==> config.mk <==
export PLATFORM = sky130hd
export DESIGN_NAME = rofs_top
export DESIGN_NICKNAME = d
export VERILOG_FILES = /design/src/hdl/rofs_pkg.sv /design/src/hdl/rofs_top.sv
export SDC_FILE = /design/constraint.sdc
export NUM_CORES = 1
export LEC_CHECK = 0
export ABC_AREA = 0
export CORE_MARGIN = 5
export CORE_UTILIZATION = 55
export CTS_BUF_LIST = sky130_fd_sc_hd__clkbuf_4 sky130_fd_sc_hd__clkbuf_8 sky130_fd_sc_hd__clkbuf_16
export DETAILED_ROUTE_END_ITERATION = 8
export DONT_BUFFER_PORTS = 1
export PLACE_DENSITY = 0.73
export SKIP_CTS_REPAIR_TIMING = 1
export SLEW_MARGIN = 20
export SYNTH_ARGS = -nofsm -noshare
export SYNTH_HDL_FRONTEND = slang
export SYNTH_SLANG_ARGS = --single-unit
export TNS_END_PERCENT = 10
==> constraint.sdc <==
create_clock -name i_core_clk -period 4.3 [get_ports i_core_clk]
set_input_delay 0.645 -clock i_core_clk [delete_from_list [all_inputs] [get_ports i_core_clk]]
set_output_delay 0.645 -clock i_core_clk [all_outputs]
set_load 0.05 [all_outputs]
==> src/hdl/rofs_pkg.sv <==
// Constants, register map, bit positions and state encoding for the relay output fault-safe block
package rofs_pkg;
    // Register offsets (byte addresses, one word each)
    localparam logic [7:0] ADDR_CTRL     = 8'h00; // Link control and download
    localparam logic [7:0] ADDR_PARAM    = 8'h04; // Three staged parameter bytes
    localparam logic [7:0] ADDR_OUTDATA  = 8'h08; // Scan output data from master
    localparam logic [7:0] ADDR_READBACK = 8'h0c; // Relay read-back bits
    localparam logic [7:0] ADDR_STATUS   = 8'h10; // Live state
    localparam logic [7:0] ADDR_IRQ_STAT = 8'h14; // Sticky events, write one to clear
    localparam logic [7:0] ADDR_IRQ_MASK = 8'h18; // Interrupt enables
    localparam logic [7:0] ADDR_ACTIVE   = 8'h1c; // Parameters in force

    // Control register bit positions
    localparam int CTRL_LINK_UP  = 0; // Level: link alive
    localparam int CTRL_COMMIT   = 1; // Pulse: download finished
    localparam int CTRL_PARAM_OK = 2; // Staged parameter block is valid

    // Parameter block layout, byte 0 to byte 2
    localparam int PARAM_BYTES   = 3;
    localparam int PB_FAULT_SEL  = 0;  // Byte 0 bit 0
    localparam int PB_PRESET_LSB = 8;  // Byte 1 holds the presets
    localparam logic [23:0] PARAM_RESET = 24'h000000; // Hold, all presets open

    // Status bit positions
    localparam int ST_RUNNING = 0;
    localparam int ST_FAULT   = 1;
    localparam int ST_OUT_VAL = 2;

    // Event bits
    localparam int EV_INIT_OK  = 0;
    localparam int EV_INIT_BAD = 1;
    localparam int EV_LINK_LOS = 2;
    localparam int EV_LINK_RET = 3;
    localparam int EV_W        = 4;

    // Blink timing
    localparam longint CLK_HZ      = 250_000_000;
    localparam longint BLINK_PER_S = 4;
    localparam longint HALF_BLINK_CYC = CLK_HZ / (BLINK_PER_S * 2);

    // Link state
    typedef enum logic [1:0] {
        ROFS_WAIT  = 2'b00,
        ROFS_RUN   = 2'b01,
        ROFS_FAULT = 2'b11
    } rofs_state_t;
endpackage

==> src/hdl/rofs_top.sv <==
// Eight-channel relay output slave with fault-safe outputs and link indicators
`timescale 1ns/1ps
module rofs_top #(
    parameter int          N_CH     = 8,
    parameter logic [31:0] HALF_CYC = 32'(rofs_pkg::HALF_BLINK_CYC)
) (
    input  wire logic              i_core_clk,
    input  wire logic              i_rst,
    input  wire logic [7:0]        i_addr,
    input  wire logic [31:0]       i_wdata,
    input  wire logic              i_wr,
    input  wire logic              i_rd,
    output logic      [31:0]       o_rdata,
    output logic      [N_CH-1:0]   o_relay_drive,
    output logic      [N_CH-1:0]   o_ch_led,
    output logic                   o_link_led,
    output logic                   o_irq
);
    // Event vector width, fixed by the package
    localparam int EVW = rofs_pkg::EV_W;

    // Register file
    logic [23:0]       param_stage_q;  // Staged block, not yet in force
    logic [23:0]       param_act_q;    // Block in force
    logic [N_CH-1:0]   out_data_q;     // Last output data from master
    logic              out_valid_q;    // First output data seen
    logic              link_up_q;      // Link level from protocol side
    logic              param_ok_q;     // Staged block valid flag
    logic [EVW-1:0]    irq_stat_q;     // Sticky events
    logic [EVW-1:0]    irq_mask_q;     // Event enables
    logic [N_CH-1:0]   relay_d;
    logic [31:0]       rdata_d;
    logic [31:0]       blink_cnt_q;
    logic              blink_q;
    logic [EVW-1:0]    ev;
    rofs_pkg::rofs_state_t state_q;

    // Decoded strobes
    logic wr_ctrl, wr_param, wr_out, wr_stat, wr_mask, commit;
    assign wr_ctrl  = i_wr && (i_addr == rofs_pkg::ADDR_CTRL);
    assign wr_param = i_wr && (i_addr == rofs_pkg::ADDR_PARAM);
    assign wr_out   = i_wr && (i_addr == rofs_pkg::ADDR_OUTDATA);
    assign wr_stat  = i_wr && (i_addr == rofs_pkg::ADDR_IRQ_STAT);
    assign wr_mask  = i_wr && (i_addr == rofs_pkg::ADDR_IRQ_MASK);
    assign commit   = wr_ctrl && i_wdata[rofs_pkg::CTRL_COMMIT];

    // Control levels; link drop takes effect immediately
    always_ff @(posedge i_core_clk or posedge i_rst) begin
        if (i_rst) begin
            link_up_q  <= 1'b0;
            param_ok_q <= 1'b0;
        end else if (wr_ctrl) begin
            link_up_q  <= i_wdata[rofs_pkg::CTRL_LINK_UP];
            param_ok_q <= i_wdata[rofs_pkg::CTRL_PARAM_OK];
        end
    end

    // Staging only; scans never read this copy
    always_ff @(posedge i_core_clk or posedge i_rst) begin
        if (i_rst) begin
            param_stage_q <= rofs_pkg::PARAM_RESET;
        end else if (wr_param) begin
            param_stage_q <= i_wdata[8*rofs_pkg::PARAM_BYTES-1:0];
        end
    end

    // Parameters latched once per good download, not per scan
    always_ff @(posedge i_core_clk or posedge i_rst) begin
        if (i_rst) begin
            param_act_q <= rofs_pkg::PARAM_RESET;
        end else if (commit && i_wdata[rofs_pkg::CTRL_PARAM_OK]) begin
            param_act_q <= param_stage_q;
        end
    end

    // Link state machine
    always_ff @(posedge i_core_clk or posedge i_rst) begin
        if (i_rst) begin
            state_q <= rofs_pkg::ROFS_WAIT;
        end else begin
            case (state_q)
                rofs_pkg::ROFS_WAIT: begin
                    // Bad data keeps waiting
                    if (commit && i_wdata[rofs_pkg::CTRL_PARAM_OK]) begin
                        state_q <= rofs_pkg::ROFS_RUN;
                    end
                end
                rofs_pkg::ROFS_RUN: begin
                    if (!link_up_q) begin
                        state_q <= rofs_pkg::ROFS_FAULT;
                    end
                end
                rofs_pkg::ROFS_FAULT: begin
                    if (link_up_q) begin
                        state_q <= rofs_pkg::ROFS_RUN;
                    end
                end
                default: state_q <= rofs_pkg::ROFS_WAIT;
            endcase
        end
    end

    // Output data from master, accepted only while running
    always_ff @(posedge i_core_clk or posedge i_rst) begin
        if (i_rst) begin
            out_data_q  <= '0;
            out_valid_q <= 1'b0;
        end else if (wr_out && state_q == rofs_pkg::ROFS_RUN && link_up_q) begin
            out_data_q  <= i_wdata[N_CH-1:0]; // Channel one at bit 0
            out_valid_q <= 1'b1;
        end
    end

    // Relay choice; zero drive means open contact
    always_comb begin
        if (!out_valid_q) begin
            relay_d = '0;
        end else if (state_q == rofs_pkg::ROFS_FAULT &&
                     param_act_q[rofs_pkg::PB_FAULT_SEL]) begin
            relay_d = param_act_q[rofs_pkg::PB_PRESET_LSB +: N_CH];
        end else begin
            // Running follows data; fault with select 0 holds it
            relay_d = out_data_q;
        end
    end

    // Drives and channel LEDs share one source so they never disagree
    always_ff @(posedge i_core_clk or posedge i_rst) begin
        if (i_rst) begin
            o_relay_drive <= '0;
            o_ch_led      <= '0;
        end else begin
            o_relay_drive <= relay_d;
            o_ch_led      <= relay_d;
        end
    end

    // Blink divider: toggle every half period, four blinks per second
    always_ff @(posedge i_core_clk or posedge i_rst) begin
        if (i_rst) begin
            blink_cnt_q <= '0;
            blink_q     <= 1'b0;
        end else if (blink_cnt_q >= HALF_CYC - 32'h1) begin
            blink_cnt_q <= '0;
            blink_q     <= ~blink_q;
        end else begin
            blink_cnt_q <= blink_cnt_q + 32'h1;
        end
    end

    // Link LED: steady only while running
    always_ff @(posedge i_core_clk or posedge i_rst) begin
        if (i_rst) begin
            o_link_led <= 1'b0;
        end else begin
            o_link_led <= (state_q == rofs_pkg::ROFS_RUN) ? 1'b1 : blink_q;
        end
    end

    // Events
    always_comb begin
        ev = '0;
        ev[rofs_pkg::EV_INIT_OK]  = commit && state_q == rofs_pkg::ROFS_WAIT &&
                                    i_wdata[rofs_pkg::CTRL_PARAM_OK];
        ev[rofs_pkg::EV_INIT_BAD] = commit && !i_wdata[rofs_pkg::CTRL_PARAM_OK];
        ev[rofs_pkg::EV_LINK_LOS] = state_q == rofs_pkg::ROFS_RUN && !link_up_q;
        ev[rofs_pkg::EV_LINK_RET] = state_q == rofs_pkg::ROFS_FAULT && link_up_q;
    end

    // Sticky status; a new event beats a same-cycle clear
    always_ff @(posedge i_core_clk or posedge i_rst) begin
        if (i_rst) begin
            irq_stat_q <= '0;
        end else begin
            irq_stat_q <= (irq_stat_q & ~(wr_stat ? i_wdata[EVW-1:0] : '0)) | ev;
        end
    end

    // Mask register
    always_ff @(posedge i_core_clk or posedge i_rst) begin
        if (i_rst) begin
            irq_mask_q <= '0;
        end else if (wr_mask) begin
            irq_mask_q <= i_wdata[EVW-1:0];
        end
    end

    // Level interrupt
    always_ff @(posedge i_core_clk or posedge i_rst) begin
        if (i_rst) begin
            o_irq <= 1'b0;
        end else begin
            o_irq <= |(((irq_stat_q & ~(wr_stat ? i_wdata[EVW-1:0] : '0)) | ev)
                       & (wr_mask ? i_wdata[EVW-1:0] : irq_mask_q));
        end
    end

    // Read mux; unmapped reads as zero
    always_comb begin
        rdata_d = '0;
        case (i_addr)
            rofs_pkg::ADDR_CTRL: begin
                rdata_d[rofs_pkg::CTRL_LINK_UP]  = link_up_q;
                rdata_d[rofs_pkg::CTRL_PARAM_OK] = param_ok_q;
            end
            rofs_pkg::ADDR_PARAM:    rdata_d[23:0]     = param_stage_q;
            rofs_pkg::ADDR_OUTDATA:  rdata_d[N_CH-1:0] = out_data_q;
            // Fresh read-back each scan read
            rofs_pkg::ADDR_READBACK: rdata_d[N_CH-1:0] = o_relay_drive;
            rofs_pkg::ADDR_STATUS: begin
                rdata_d[rofs_pkg::ST_RUNNING] = state_q == rofs_pkg::ROFS_RUN;
                rdata_d[rofs_pkg::ST_FAULT]   = state_q == rofs_pkg::ROFS_FAULT;
                rdata_d[rofs_pkg::ST_OUT_VAL] = out_valid_q;
            end
            rofs_pkg::ADDR_IRQ_STAT: rdata_d[EVW-1:0]  = irq_stat_q;
            rofs_pkg::ADDR_IRQ_MASK: rdata_d[EVW-1:0]  = irq_mask_q;
            rofs_pkg::ADDR_ACTIVE:   rdata_d[23:0]     = param_act_q;
            default:                 rdata_d           = '0;
        endcase
    end

    // Read data stands only in the cycle after the strobe
    always_ff @(posedge i_core_clk or posedge i_rst) begin
        if (i_rst) begin
            o_rdata <= '0;
        end else begin
            o_rdata <= i_rd ? rdata_d : 32'h0;
        end
    end
endmodule // rofs_top

## Yosys cells after proc, flatten, opt, wreduce, memory -nomap -nowiden

Index checks and enable logic that the tools add are counted.

| cells by class | value |
|---|---|
| bitwise gates (word level) | 5 |
| reduce and logical (&&, ||, !) cells | 21 |
| add/sub/neg operators | 1 |
| eq/ne operators | 12 |
| mux-type cells | 17 |
| order comparisons | 1 |

Operators with widths:

| operator | number |
|---|---|
| 32-bit by 1-bit adder with 32-bit output, second input constant | 1 |
| 8-bit by 5-bit equality test with 1-bit output, second input constant | 4 |
| 32-bit by 25-bit >= comparator with 1-bit output, second input constant | 1 |
| 32-bit two-way mux | 1 |
| 16-bit one-hot mux with 2 select lines | 1 |
| 24-bit two-way mux | 1 |
| 8-bit by 4-bit equality test with 1-bit output, second input constant | 2 |
| 8-bit two-way mux | 2 |
| 1-bit one-hot mux with 8 select lines | 2 |
| 4-bit one-hot mux with 4 select lines | 1 |
| 1-bit logical AND | 15 |
| 4-bit bitwise AND | 2 |
| 8-bit by 3-bit equality test with 1-bit output, second input constant | 1 |
| 8-bit zero test | 1 |
| 4-bit two-way mux | 2 |
| 1-bit one-hot mux with 7 select lines | 1 |
| 2-bit two-way mux | 3 |
| 2-bit inequality test, second input constant | 3 |
| 1-bit one-hot mux with 6 select lines | 1 |
| 2-bit one-hot mux with 3 select lines | 1 |
| 4-bit NOT | 1 |
| 4-bit bitwise OR | 1 |
| 4-bit OR reduction | 1 |
| 3-bit AND reduction | 1 |
| 6 further kinds | 7 |

| storage, ports and cells | value |
|---|---|
| logic and storage cells | 72 |
| register bits | 136 |
| input port bits | 44 |

## Depth between registers and ports, before layout

Gate-level depths: netlist of the first run.

| depth | value |
|---|---|
| word-level depth | 8 |
| mapped depth | 8 |
| gate-level depth less buffers | 6 |

## Worst setup path after synthesis of the first run

No wires, ideal clock.

| timing | value |
|---|---|
| path kind | input-to-reg |
| start | in i_addr[1] |
| end | reg param_act_q[10] |
| slack | 1.925 ns |
| stages on the path | 4 |
| arrival time | 2.250 ns |
| path buffers | 1 |
| path through | or4_4 -> nor4b_4 -> buf_4 -> mux2_2 |

| between the ends | value |
|---|---|
| longest elaborated chain between the ends | 4 |

RTL lines:

| what | RTL line | source |
|---|---|---|
| start: declaration | rofs_top.sv:9 | `input wire logic [7:0] i_addr,` |
| 8-bit zero test | rofs_top.sv:40 | `assign wr_ctrl = i_wr && (i_addr == rofs_pkg::ADDR_CTRL);` |
| 1-bit logical AND | rofs_top.sv:40 |  |
| 1-bit logical AND | rofs_top.sv:45 | `assign commit = wr_ctrl && i_wdata[rofs_pkg::CTRL_COMMIT];` |
| 1-bit logical AND | rofs_top.sv:71 | `end else if (commit && i_wdata[rofs_pkg::CTRL_PARAM_OK]) begin` |
| end signal: assignment | rofs_top.sv:70 | `param_act_q <= rofs_pkg::PARAM_RESET;` |
| end signal: assignment | rofs_top.sv:72 | `param_act_q <= param_stage_q;` |
| end: declaration | rofs_top.sv:24 | `logic [23:0] param_act_q;` |

No other way between the ends.
A chain may end at the register's enable or synchronous reset.

## Worst setup path after layout of the first run

| timing | value |
|---|---|
| start | in i_addr[1] |
| end | reg o_rdata[1] |

| between the ends | value |
|---|---|
| longest elaborated chain between the ends | 3 |
| elaborated cells between the ends (all ways) | 9 |

RTL lines:

| what | RTL line | source |
|---|---|---|
| 8-bit by 5-bit equality test with 1-bit output, or another cell as far along | rofs_top.sv:201 | `case (i_addr)` |
| 1-bit one-hot mux with 7 select lines (*) | rofs_top.sv:201 |  |
| 24-bit two-way mux (*) | rofs_top.sv:227 | `o_rdata <= i_rd ? rdata_d : 32'h0;` |
| end signal: assignment | rofs_top.sv:227 |  |
| end: declaration | rofs_top.sv:13 | `output logic [31:0] o_rdata,` |

Every way passes the cells marked *; elsewhere a longest branch is shown, timed or not.

==> summary.md, run 1 <==
| Metric | Value |
|---|---|
| Vias in the first global route | `4053` |
| Grt total ovfl | `0` |
| Crit-path leading delay family | `simple AND/OR/NAND/NOR gates` |
| Max-Cap Viols | `0` |
| Max-slew headroom | `36.0%` |
| Reg clk slew, reported paths | `0.06 ns` |
| Ys flop type | `dfrtp_1` |
| Routed via count | `3667` |
| Vias per cell | `5.70` |
| Total Wirelength | `12.5 mm` |
| Startpoint type of the worst setup path | `input pin` |
| Die area | `0.0133 mm2` |
| Initial antenna violation count | `0` |
| Worst-path fanout max | `22` |
| Largest net degree at the start of global routing | `102` |
| Pre-antenna DRT Iters | `5` |
| Hold Fails Final Rpt | `0` |
| Chip Height | `115 um` |
| Post-Synthesis Cells | `490` |
| EDFF count, synth | `0` |
| Initial core utilization | `56.2%` |
| Antenna cell count | `0` |
| Critical Path, Cell by Cell | `or4_4 -> nor2_1 -> and4_1 -> a222oi_1 -> a211oi_1` |
| Register area share after synthesis | `55.6%` |
| Max-slew violation count | `0` |
| Final setup margin | `1.82 ns` |
| Peak supply drop | `0.235 mV` |
| Num ports | `94` |
| YS warnings | `0` |
| P&R area growth vs syn | `10.1%` |
| Filler cell count | `813` |
| R2r startpoint | `blink_cnt_q[0]` |
| Post-layout min period | `2.48 ns` |
| Core area | `0.0109 mm2` |
| CP endpoint kind | `register` |
| Finish-stage setup viols | `0` |
| Remaining antenna violation count | `0` |
| Standard-cell rows | `38` |
| CP Depth | `5` |
| Layout cell share with drive strength beyond 1 | `21.7%` |
| Required time of the critical path | `4.71 ns` |
| Power Density | `432 mW/mm2` |
| DRC | `0` |
| RePlAce Congestion | `0.858` |
| RSZ-0062 raised after global routing | `no` |
| Critical Path AT | `2.89 ns` |
| Max stage delay cell, worst path | `and4_1` |
| Slew @ Worst Pin | `0.960 ns` |
| Worst-case clock buffer depth | `2` |
| Kind of critical path | `input pin to register` |
| FF+latch count, synth | `136` |
| Synth cell count leaders | `dfrtp_1, mux2_2, nor2_1, nor2b_1, nand2_1` |
| Buf+Inv Stages, Crit Path | `0` |
| First-pass GRT wire length | `21.2 mm` |
| All-Layer GR Usage | `20.7%` |
| IO Port Bufs | `0` |
| Start point of the critical path | `i_addr[1]` |
| Run status | `complete, no violations` |
| Pre-CTS setup slack | `1.32 ns` |
| Root Buffer | `clkbuf_8` |
| Most frequent cell after synthesis | `dfrtp_1` |
| Post-synth top area cell | `dfrtp_1` |
| # clock sinks | `136` |
| Leak | `3.16 nW` |
| Final Cell Area | `0.00674 mm2` |
| Die X | `115 um` |
| Post-synthesis async set-or-reset flop share | `100%` |
| Mean post-synth cell area | `12.5 um2` |
| DP Wirelength | `8.21 mm` |
| Delay of the slowest critical-path stage | `0.87 ns` |
| Cell Area, Synth | `0.00612 mm2` |
| DR WL/cell | `19.5 um` |
| 1st-iter DRT viols | `257` |
| Share of the synthesized area in the top cell type | `55.6%` |
| Top post-synthesis cells by area | `dfrtp_1, mux2_2, mux2_4` |
| Setup TNS | `0 ns` |
| CTS H-tree lvls | `4` |
| Final nets | `535` |
| CTS tree | `yes` |
| Placed cell area | `0.00612 mm2` |
| Cts bufs inserted | `17` |
| Reg2Reg Depth | `7` |
| Min-Delay Path Class | `input pin to async pin` |
| Final period util | `57.7%` |
| Max Fclk | `403 MHz` |
| Clk_lat worst skew | `0.53 ns` |
| Setup Skew | `0.0126 ns` |
| Netlist cell types | `52` |
==> worst reg2reg max path: stages (launching register included) <==
cell and delay, ns:
dfrtp_1 0.40, ha_1 0.22, nand3_1 0.13, a211oi_1 0.23, a311oi_1 0.08, o211ai_1 0.50
buf_4 0.35, xor2_1 0.16
==> layout make-up <==
cell class	count	area (um2)	area share, %
clock buffer	20	437	6.48
multi-input combinational	318	2460	36.6
timing repair buffer	4	30.0	0.446
sequential	136	3400	50.5
clock inverter	12	175	2.60
tap	140	175	2.60
inverter	13	53.8	0.799
==> state kept, by name, indices dropped and copies added, names as in the netlist <==
| name | cells |
|---|---|
| state_q | 2 |
| o_rdata | 24 |
| irq_mask_q | 4 |
| out_data_q | 8 |
| o_link_led | 1 |
| o_irq | 1 |
| param_act_q | 24 |
| link_up_q | 1 |
| blink_q | 1 |
| param_stage_q | 24 |
| out_valid_q | 1 |
| irq_stat_q | 4 |
| o_ch_led | 8 |
| param_ok_q | 1 |
| blink_cnt_q | 32 |
==> cell families after synthesis <==
family	after synthesis	share of synthesized area (%)
and+or+nand+nor	144	13.2
AOI/OAI and AO/OA	55	6.56
other	1	0.0613
xor gates and xnor gates	24	3.43
DFF	136	55.6
muxes	78	15.7
adders and majority gates	2	0.368
buffers and inverters	50	5.01
==> per-stage QoR <==
step | total power (W) | cells | util, % | hold WS, ns
2_1_floorplan | 0.00144 | 504 | - | 0.433
3_3_place_gp | 0.00144 | 611 | 56.3 | 0.451
3_5_place_dp | 0.00145 | 611 | 56.3 | 0.452
4_1_cts | 0.00294 | 643 | 61.9 | 0.194
5_1_grt | 0.00303 | 643 | 61.9 | 0.220
6_report | 0.00291 | 643 | 61.9 | 0.156
==> report_power, final <==
part | total [W] | switching, W | internal [W] | leakage (nW)
Combinational | 0.0000907 | 0.0000573 | 0.0000334 | 1.00
Clock | 0.00148 | 0.000525 | 0.000959 | 0.296
Sequential | 0.00133 | 0.0000290 | 0.00131 | 1.86
==> final timing paths <==
check                                        to  slack, ns
worst max register to register          blink_q       2.16
worst min register to register          blink_q       0.46
min in group i_core_clk             o_rdata[18]       0.26
max in group asynchronous       param_act_q[15]       3.12
worst max-delay path                 o_rdata[1]       1.82
worst min-delay path             blink_cnt_q[9]       0.16
==> layout by cell type, fill, tap and decap left out, types with 3 or more instances in the layout <==
| cell type | count |
|---|---|
| conb_1 | 15 |
| a22oi_1 | 20 |
| clkinv_2 | 3 |
| clkinvlp_4 | 3 |
| inv_1 | 12 |
| a21oi_1 | 3 |
| a221oi_1 | 3 |
| xor2_1 | 18 |
| buf_4 | 4 |
| xnor2_1 | 6 |
| clkbuf_16 | 16 |
| mux2_4 | 20 |
| a22o_1 | 5 |
| mux2_2 | 45 |
| mux2i_1 | 11 |
| nand2_1 | 21 |
| nand3_1 | 20 |
| clkbuf_4 | 3 |
| nand4_1 | 10 |
| o21ai_0 | 8 |
| nor2_1 | 34 |
| nand2b_1 | 5 |
| nor2b_1 | 30 |
| nor3_1 | 4 |
| and3_1 | 3 |
| and4_1 | 3 |
| bufinv_16 | 4 |
| dfrtp_1 | 136 |
==> metal layers <==
metal | share of wire, % | global-route usage (%) | wire (um) | up-vias
li1 | - | - | - | 1688
met1 | 41 | 26.8 | 5140 | 1848
met2 | 49 | 31.4 | 6130 | 115
met3 | 8.5 | 8.56 | 1070 | 16
met4 | 1.5 | 7.82 | 191 | 0
met5 | 0 | 0 | 0 | -
Note: power is estimated with default switching activity, not from simulation.
==> run 2: changes to the inputs <==
Clock period 4.3 ns to 2.1 ns, I/O delays scaled along.
==> run 2 against run 1 <==
Compared with the run above: die area did not move; total power up 100%; non-clock buffer count rose by 50; register-to-register slack worse by 1.9 ns; wire length is 5.1% higher; sequential cell count did not move; combinational power grew to 2.8 times the previous value; via count rose by 7.1%; clock power rose by 99%; the run now ends with hold timing left; highest routed layer unchanged; global-route usage increased by 0.30 points; setup slack lost 1.6 ns; critical path depth unchanged; critical path type is now register to register.
==> summary.md, run 2 (same netlist as run 1, synthesis figures left out) <==
| Metric | Value |
|---|---|
| P&R area growth vs syn | `17.9% (was 10.1%)` |
| Final nets | `585 (was 535)` |
| Num ports | `94 (unchanged)` |
| Critical Path AT | `2.28 ns (was 2.89 ns)` |
| RePlAce Congestion | `0.897 (was 0.858)` |
| First-pass GRT wire length | `21.1 mm (was 21.2 mm)` |
| Routed via count | `3929 (was 3667)` |
| Standard-cell rows | `38 (unchanged)` |
| Run status | `finished, violations left (was complete, no violations)` |
| Max reg flops | `32 (unchanged)` |
| Max-Cap Viols | `0 (unchanged)` |
| Layout cell share with drive strength beyond 1 | `23.9% (was 21.7%)` |
| Pre-antenna DRT Iters | `4 (was 5)` |
| Cts bufs inserted | `17 (unchanged)` |
| Min-Delay Path Class | `input pin to register (was input pin to async pin)` |
| Final period util | `88.7%` |
| Int Power | `0.00459 W (was 0.00230 W)` |
| Reg clk slew, reported paths | `0.06 ns (about the same)` |
| Fin cells | `695 (was 643)` |
| Largest net degree at the start of global routing | `42 (was 102)` |
| Initial core utilization | `56.2% (unchanged)` |
| DP Wirelength | `8.54 mm (was 8.21 mm)` |
| Sw Share | `22.6% (was 21.0%)` |
| Finish-stage setup viols | `0 (unchanged)` |
| Peak supply drop | `0.544 mV (was 0.235 mV)` |
| Commonest non-fill, non-tap cell in the layout | `dfrtp_1 (unchanged)` |
| Total net switching power | `0.00134 W (was 0.000611 W)` |
| Logic pwr share | `4.3% (was 3.1%)` |
| Reg2Reg Depth | `5 (was 7)` |
| Initial antenna violation count | `2 (was 0)` |
| Power Density | `823 mW/mm2 (was 432 mW/mm2)` |
| DR WL/cell | `19.0 um (was 19.5 um)` |
| Dpl cells | `634 (was 611)` |
| 1st-iter DRT viols | `291 (was 257)` |
| CTS tree | `yes (unchanged)` |
| Seq pwr share | `46.0% (was 45.9%)` |
| Required time of the critical path | `2.52 ns (was 4.71 ns)` |
| Chip Height | `115 um (unchanged)` |
| Vias in the first global route | `4022 (was 4053)` |
| Filler cell count | `788 (was 813)` |
| Root Buffer | `clkbuf_8 (unchanged)` |
| # clock sinks | `136 (unchanged)` |
| Most flops, register | `blink_cnt_q (unchanged)` |
| Most frequent cells in the layout | `dfrtp_1, mux2_2, nor2_1, nor2b_1, dlygate4sd3_1 (was dfrtp_1, mux2_2, nor2_1, nor2b_1, nand2_1)` |
| Clk_lat worst skew | `0.53 ns (about the same)` |
| Max-slew violation count | `0 (unchanged)` |
| Post-layout min period | `1.86 ns` |
| Die area | `0.0133 mm2 (unchanged)` |
| Hold Slack | `-0.0000332 ns (was 0.156 ns)` |
| Die X | `115 um (unchanged)` |
| Start point of the critical path | `blink_cnt_q[31] (was i_addr[1])` |
| Hold Fails Final Rpt | `1 (was 0)` |
| Worst-case clock buffer depth | `2 (unchanged)` |
| CP endpoint kind | `register (unchanged)` |
| Failing checks | `hold timing` |
| Leak | `3.38 nW (was 3.16 nW)` |
| Core area | `0.0109 mm2 (unchanged)` |
| Grt total ovfl | `0 (unchanged)` |
| Setup TNS | `0 ns (unchanged)` |
| DRC | `0 (unchanged)` |
| CTS H-tree lvls | `4 (unchanged)` |
| Max Fclk | `537 MHz` |
| RSZ-0062 raised after global routing | `no (unchanged)` |
| Total Wirelength | `13.2 mm (was 12.5 mm)` |
| Setup Skew | `0.00551 ns (was 0.0126 ns)` |
| Flop-to-flop setup slack | `0.24 ns (was 2.16 ns)` |
| All-Layer GR Usage | `21.0% (was 20.7%)` |
| Worst-path fanout max | `10 (was 22)` |
| Slew @ Worst Pin | `0.618 ns (was 0.960 ns)` |
| Startpoint type of the worst setup path | `register (was input pin)` |
| Vias per cell | `5.65 (was 5.70)` |
| Max-slew headroom | `58.7% (was 36.0%)` |
| Kind of critical path | `register to register (was input pin to register)` |
| Remaining antenna violation count | `0 (unchanged)` |
| R2r startpoint | `blink_cnt_q[31] (was blink_cnt_q[0])` |
| Clock power share | `49.6% (was 51.0%)` |
| Setup crit end | `blink_q (was o_rdata[1])` |
| IO Port Bufs | `0 (unchanged)` |
| Reg2reg end | `blink_q (unchanged)` |
## run 2: changes by cell type in the layout (fill, tap and decap cells not counted), sizes merged
cell,delta
bufinv,-1
clkinvlp,+5
diode,+2
dlygate4sd3,+27
inv,-1
clkbuf,-3
buf,+23
## run 2: worst max-delay path, stage by stage (launching register included)
cell and delay [ns]:
dfrtp_1 0.35, or4_1 0.52, nor4_1 0.34, o211ai_1 0.18
buf_4 0.21, xor2_1 0.14
## run 2: per-layer routing
layer | vias to the layer above | wire length [um] | GRT usage, %
met5 | - | 0 | 0
met4 | 0 | 230 | 8.61
met3 | 21 | 1060 | 7.57
met2 | 116 | 6460 | 33.1
met1 | 1988 | 5430 | 26.6
li1 | 1804 | - | -
## run 2: area by class of cell
class,count,area [um2],area share (%)
antenna,2,5.00,0.0694
clock buffer,17,414,5.74
clock inverter,15,179,2.48
tap,140,175,2.43
inverter,13,52.6,0.728
timing repair buffer,54,523,7.25
sequential,136,3400,47.2
multi-input combinational,318,2460,34.1
## run 2: worst min-delay path by stage
stage	slack, ns	to	depth (start not counted)	start
after detailed placement	0.29	o_rdata[20]	1	i_rst
after floorplan	0.43	irq_stat_q[1]	1	i_wdata[2]
final	-0.00003	o_rdata[0]	2	i_addr[2]
after global placement	0.28	o_rdata[20]	1	i_rst
after CTS	-0.28	o_rdata[19]	1	i_rst
after global routing	0.02	o_rdata[0]	2	i_addr[2]
## run 2: per-stage QoR
stage | setup slack [ns] | utilization [%] | power, W | instance area, um2
final | 0.237 | 66.3 | 0.00594 | 7210
after global routing | 0.112 | 66.3 | 0.00613 | 7210
after CTS | 0.227 | 63.7 | 0.00592 | 6940
after detailed placement | 0.00261 | 58.3 | 0.00298 | 6350
after global placement | 0.0537 | 58.3 | 0.00298 | 6350
after floorplan | 0.0548 | - | 0.00295 | 6180
## run 2: power by group through the flow
| stage | registers, W | logic (W) | clock network (W) |
|---|---|---|---|
| 2_1_floorplan | 0.00277 | 0.000187 | 0 |
| 6_report | 0.00273 | 0.000258 | 0.00295 |
| 3_3_place_gp | 0.00278 | 0.000203 | 0 |
| 4_1_cts | 0.00273 | 0.000208 | 0.00298 |
| 3_5_place_dp | 0.00278 | 0.000207 | 0 |
| 5_1_grt | 0.00274 | 0.000285 | 0.00311 |
==> run 3: changes to the inputs <==
Settings changed: CELL_PAD_IN_SITES_DETAIL_PLACEMENT set to 0, CELL_PAD_IN_SITES_GLOBAL_PLACEMENT set to 1, CORE_UTILIZATION 55 to 46, PLACE_DENSITY 0.73 to 0.75, RECOVER_POWER set to 50.
==> run 3 against run 2 <==
Compared with the run above: the run ends with capacitance limit, slew limit left; clock power up 4%; register-to-register slack got worse by 0.05 ns; non-clock buffer count fell by 29; design area decreased by 3.8%; wire length down 1.3%; cell count grew 0.72%; combinational power fell by 28%; sequential power about the same; via count is 4.4% lower; largest cell class unchanged.
==> summary.md, run 3 (same netlist as run 1, synthesis figures left out) <==
| Metric | Value |
|---|---|
| Clk_lat worst skew | `0.42 ns (was 0.53 ns)` |
| P&R area growth vs syn | `13.4% (was 17.9%)` |
| Layout cell share with drive strength beyond 1 | `24.0% (was 23.9%)` |
| Finish-stage setup viols | `0 (unchanged)` |
| Fin cells | `700 (was 695)` |
| Required time of the critical path | `2.40 ns (was 2.52 ns)` |
| Commonest non-fill, non-tap cell in the layout | `dfrtp_1 (unchanged)` |
| Largest net degree at the start of global routing | `137 (was 42)` |
| Remaining antenna violation count | `0 (unchanged)` |
| Total Wirelength | `13.0 mm (was 13.2 mm)` |
| Final setup margin | `0.188 ns (was 0.237 ns)` |
| Pre-antenna DRT Iters | `4 (unchanged)` |
| Final period util | `91.1% (was 88.7%)` |
| Reg clk slew, reported paths | `0.06 ns (about the same)` |
| DR WL/cell | `18.6 um (was 19.0 um)` |
| Chip Height | `125 um (was 115 um)` |
| Dpl cells | `667 (was 634)` |
| Vias per cell | `5.36 (was 5.65)` |
| Final nets | `556 (was 585)` |
| Run status | `finished, violations left (unchanged)` |
| Routed via count | `3755 (was 3929)` |
| Worst-case clock buffer depth | `2 (unchanged)` |
| Failing checks | `capacitance limit, slew limit (was hold timing)` |
| Post-layout min period | `1.91 ns (was 1.86 ns)` |
| Power Density | `861 mW/mm2 (was 823 mW/mm2)` |
| DP Wirelength | `8.39 mm (was 8.54 mm)` |
| Core Util, Final | `52.8% (was 66.3%)` |
| Startpoint type of the worst setup path | `register (unchanged)` |
| CTS tree | `yes (unchanged)` |
| Pre-CTS setup slack | `0.000979 ns (was 0.00261 ns)` |
| Most frequent cells in the layout | `dfrtp_1, mux2_2, nor2_1, nor2b_1 (was dfrtp_1, mux2_2, nor2_1, nor2b_1, dlygate4sd3_1)` |
| CP endpoint kind | `register (unchanged)` |
| RSZ-0062 raised after global routing | `no (unchanged)` |
| Kind of critical path | `register to register (unchanged)` |
| Cts bufs inserted | `17 (unchanged)` |
| First-pass GRT wire length | `20.9 mm (was 21.1 mm)` |
| Standard-cell rows | `42 (was 38)` |
| # clock sinks | `136 (unchanged)` |
| Max Fclk | `523 MHz (was 537 MHz)` |
| Peak supply drop | `0.595 mV (was 0.544 mV)` |
| Die area | `0.0157 mm2 (was 0.0133 mm2)` |
| Core area | `0.0131 mm2 (was 0.0109 mm2)` |
| Antenna cell count | `0 (was 2)` |
| Initial core utilization | `46.6% (was 56.2%)` |
| CTS H-tree lvls | `4 (unchanged)` |
| Most flops, register | `blink_cnt_q (unchanged)` |
| Vias in the first global route | `3863 (was 4022)` |
| 1st-iter DRT viols | `281 (was 291)` |
| Root Buffer | `clkbuf_16 (was clkbuf_8)` |
| Hold Fails Final Rpt | `0 (was 1)` |
| RePlAce Congestion | `0.843 (was 0.897)` |
| Filler cell count | `1148 (was 788)` |
| Critical Path AT | `2.21 ns (was 2.28 ns)` |
| Max-Cap Viols | `1 (was 0)` |
| Setup Skew | `0.00845 ns (was 0.00551 ns)` |
| Worst-path fanout max | `16 (was 10)` |
| IO Port Bufs | `0 (unchanged)` |
| Max reg flops | `32 (unchanged)` |
| Die X | `125 um (was 115 um)` |
| Initial antenna violation count | `0 (was 2)` |
| Grt total ovfl | `0 (unchanged)` |
| Min-Delay Path Class | `input pin to register (unchanged)` |
| Total power | `0.00598 W (was 0.00594 W)` |
| Max-slew headroom | `-20.9% (was 58.7%)` |
| Slew @ Worst Pin | `1.81 ns (was 0.618 ns)` |
| Num ports | `94 (unchanged)` |
| DRC | `0 (unchanged)` |
| Setup TNS | `0 ns (unchanged)` |
| Max-slew violation count | `137 (was 0)` |
| All-Layer GR Usage | `17.1% (was 21.0%)` |
| Leak | `3.27 nW (was 3.38 nW)` |
==> run 3: final timing paths <==
kind	start	to	slack (ns)	depth (start not counted)
worst max-delay path	blink_cnt_q[0]	blink_cnt_q[14]	0.19	7
worst min-delay path	i_wdata[2]	irq_stat_q[1]	0.03	1
worst max register to register	blink_cnt_q[0]	blink_cnt_q[14]	0.19	7
worst min register to register	blink_cnt_q[0]	blink_cnt_q[0]	0.48	1
max in group asynchronous	i_rst	param_act_q[3]	0.52	2
min in group asynchronous	i_rst	o_rdata[16]	0.45	2
==> run 3: routing by layer <==
metal	part of all wire, %	GRT usage [%]	up-vias	wire length [um]
met5	0	0	-	0
met4	1.5	5.80	0	200
met3	7.4	7.80	15	957
met2	46	25.0	90	5950
met1	45	22.6	1904	5890
li1	-	-	1746	-
==> run 3: worst max-delay path, cell delays in order, from the launching register on <==
cell	delay [ns]
dfrtp_1	0.38
ha_1	0.22
nand3_1	0.13
a211oi_1	0.26
a311oi_1	0.09
o211ai_1	0.37
buf_4	0.29
nor2_1	0.07
==> run 3: layout make-up <==
cell class              instances  area (um2)  share of cell area [%]
inverters                      13        50.0                   0.721
flip-flops and latches        136        3400                    49.0
repair buffers                 25         193                    2.78
multi-input cells             318        2460                    35.5
clock inverters                14         173                    2.49
clock buffers                  18         439                    6.33
well taps                     176         220                    3.17
==> run 3: stage by stage <==
stage          cell area (um2)  hold slack [ns]
6_report                  6940           0.0286
5_1_grt                   6940           0.0122
4_1_cts                   6960           0.0140
3_5_place_dp              6340            0.459
3_3_place_gp              6340            0.449
2_1_floorplan             6180            0.431
==> run 3: power breakdown <==
| part | leakage (nW) | total [W] | switching [W] | internal [W] |
|---|---|---|---|---|
| Clock | 0.297 | 0.00306 | 0.00115 | 0.00191 |
| Combinational | 1.11 | 0.000187 | 0.000117 | 0.0000697 |
| Sequential | 1.86 | 0.00273 | 0.0000606 | 0.00267 |
| Total | 3.27 | 0.00598 | 0.00133 | 0.00465 |
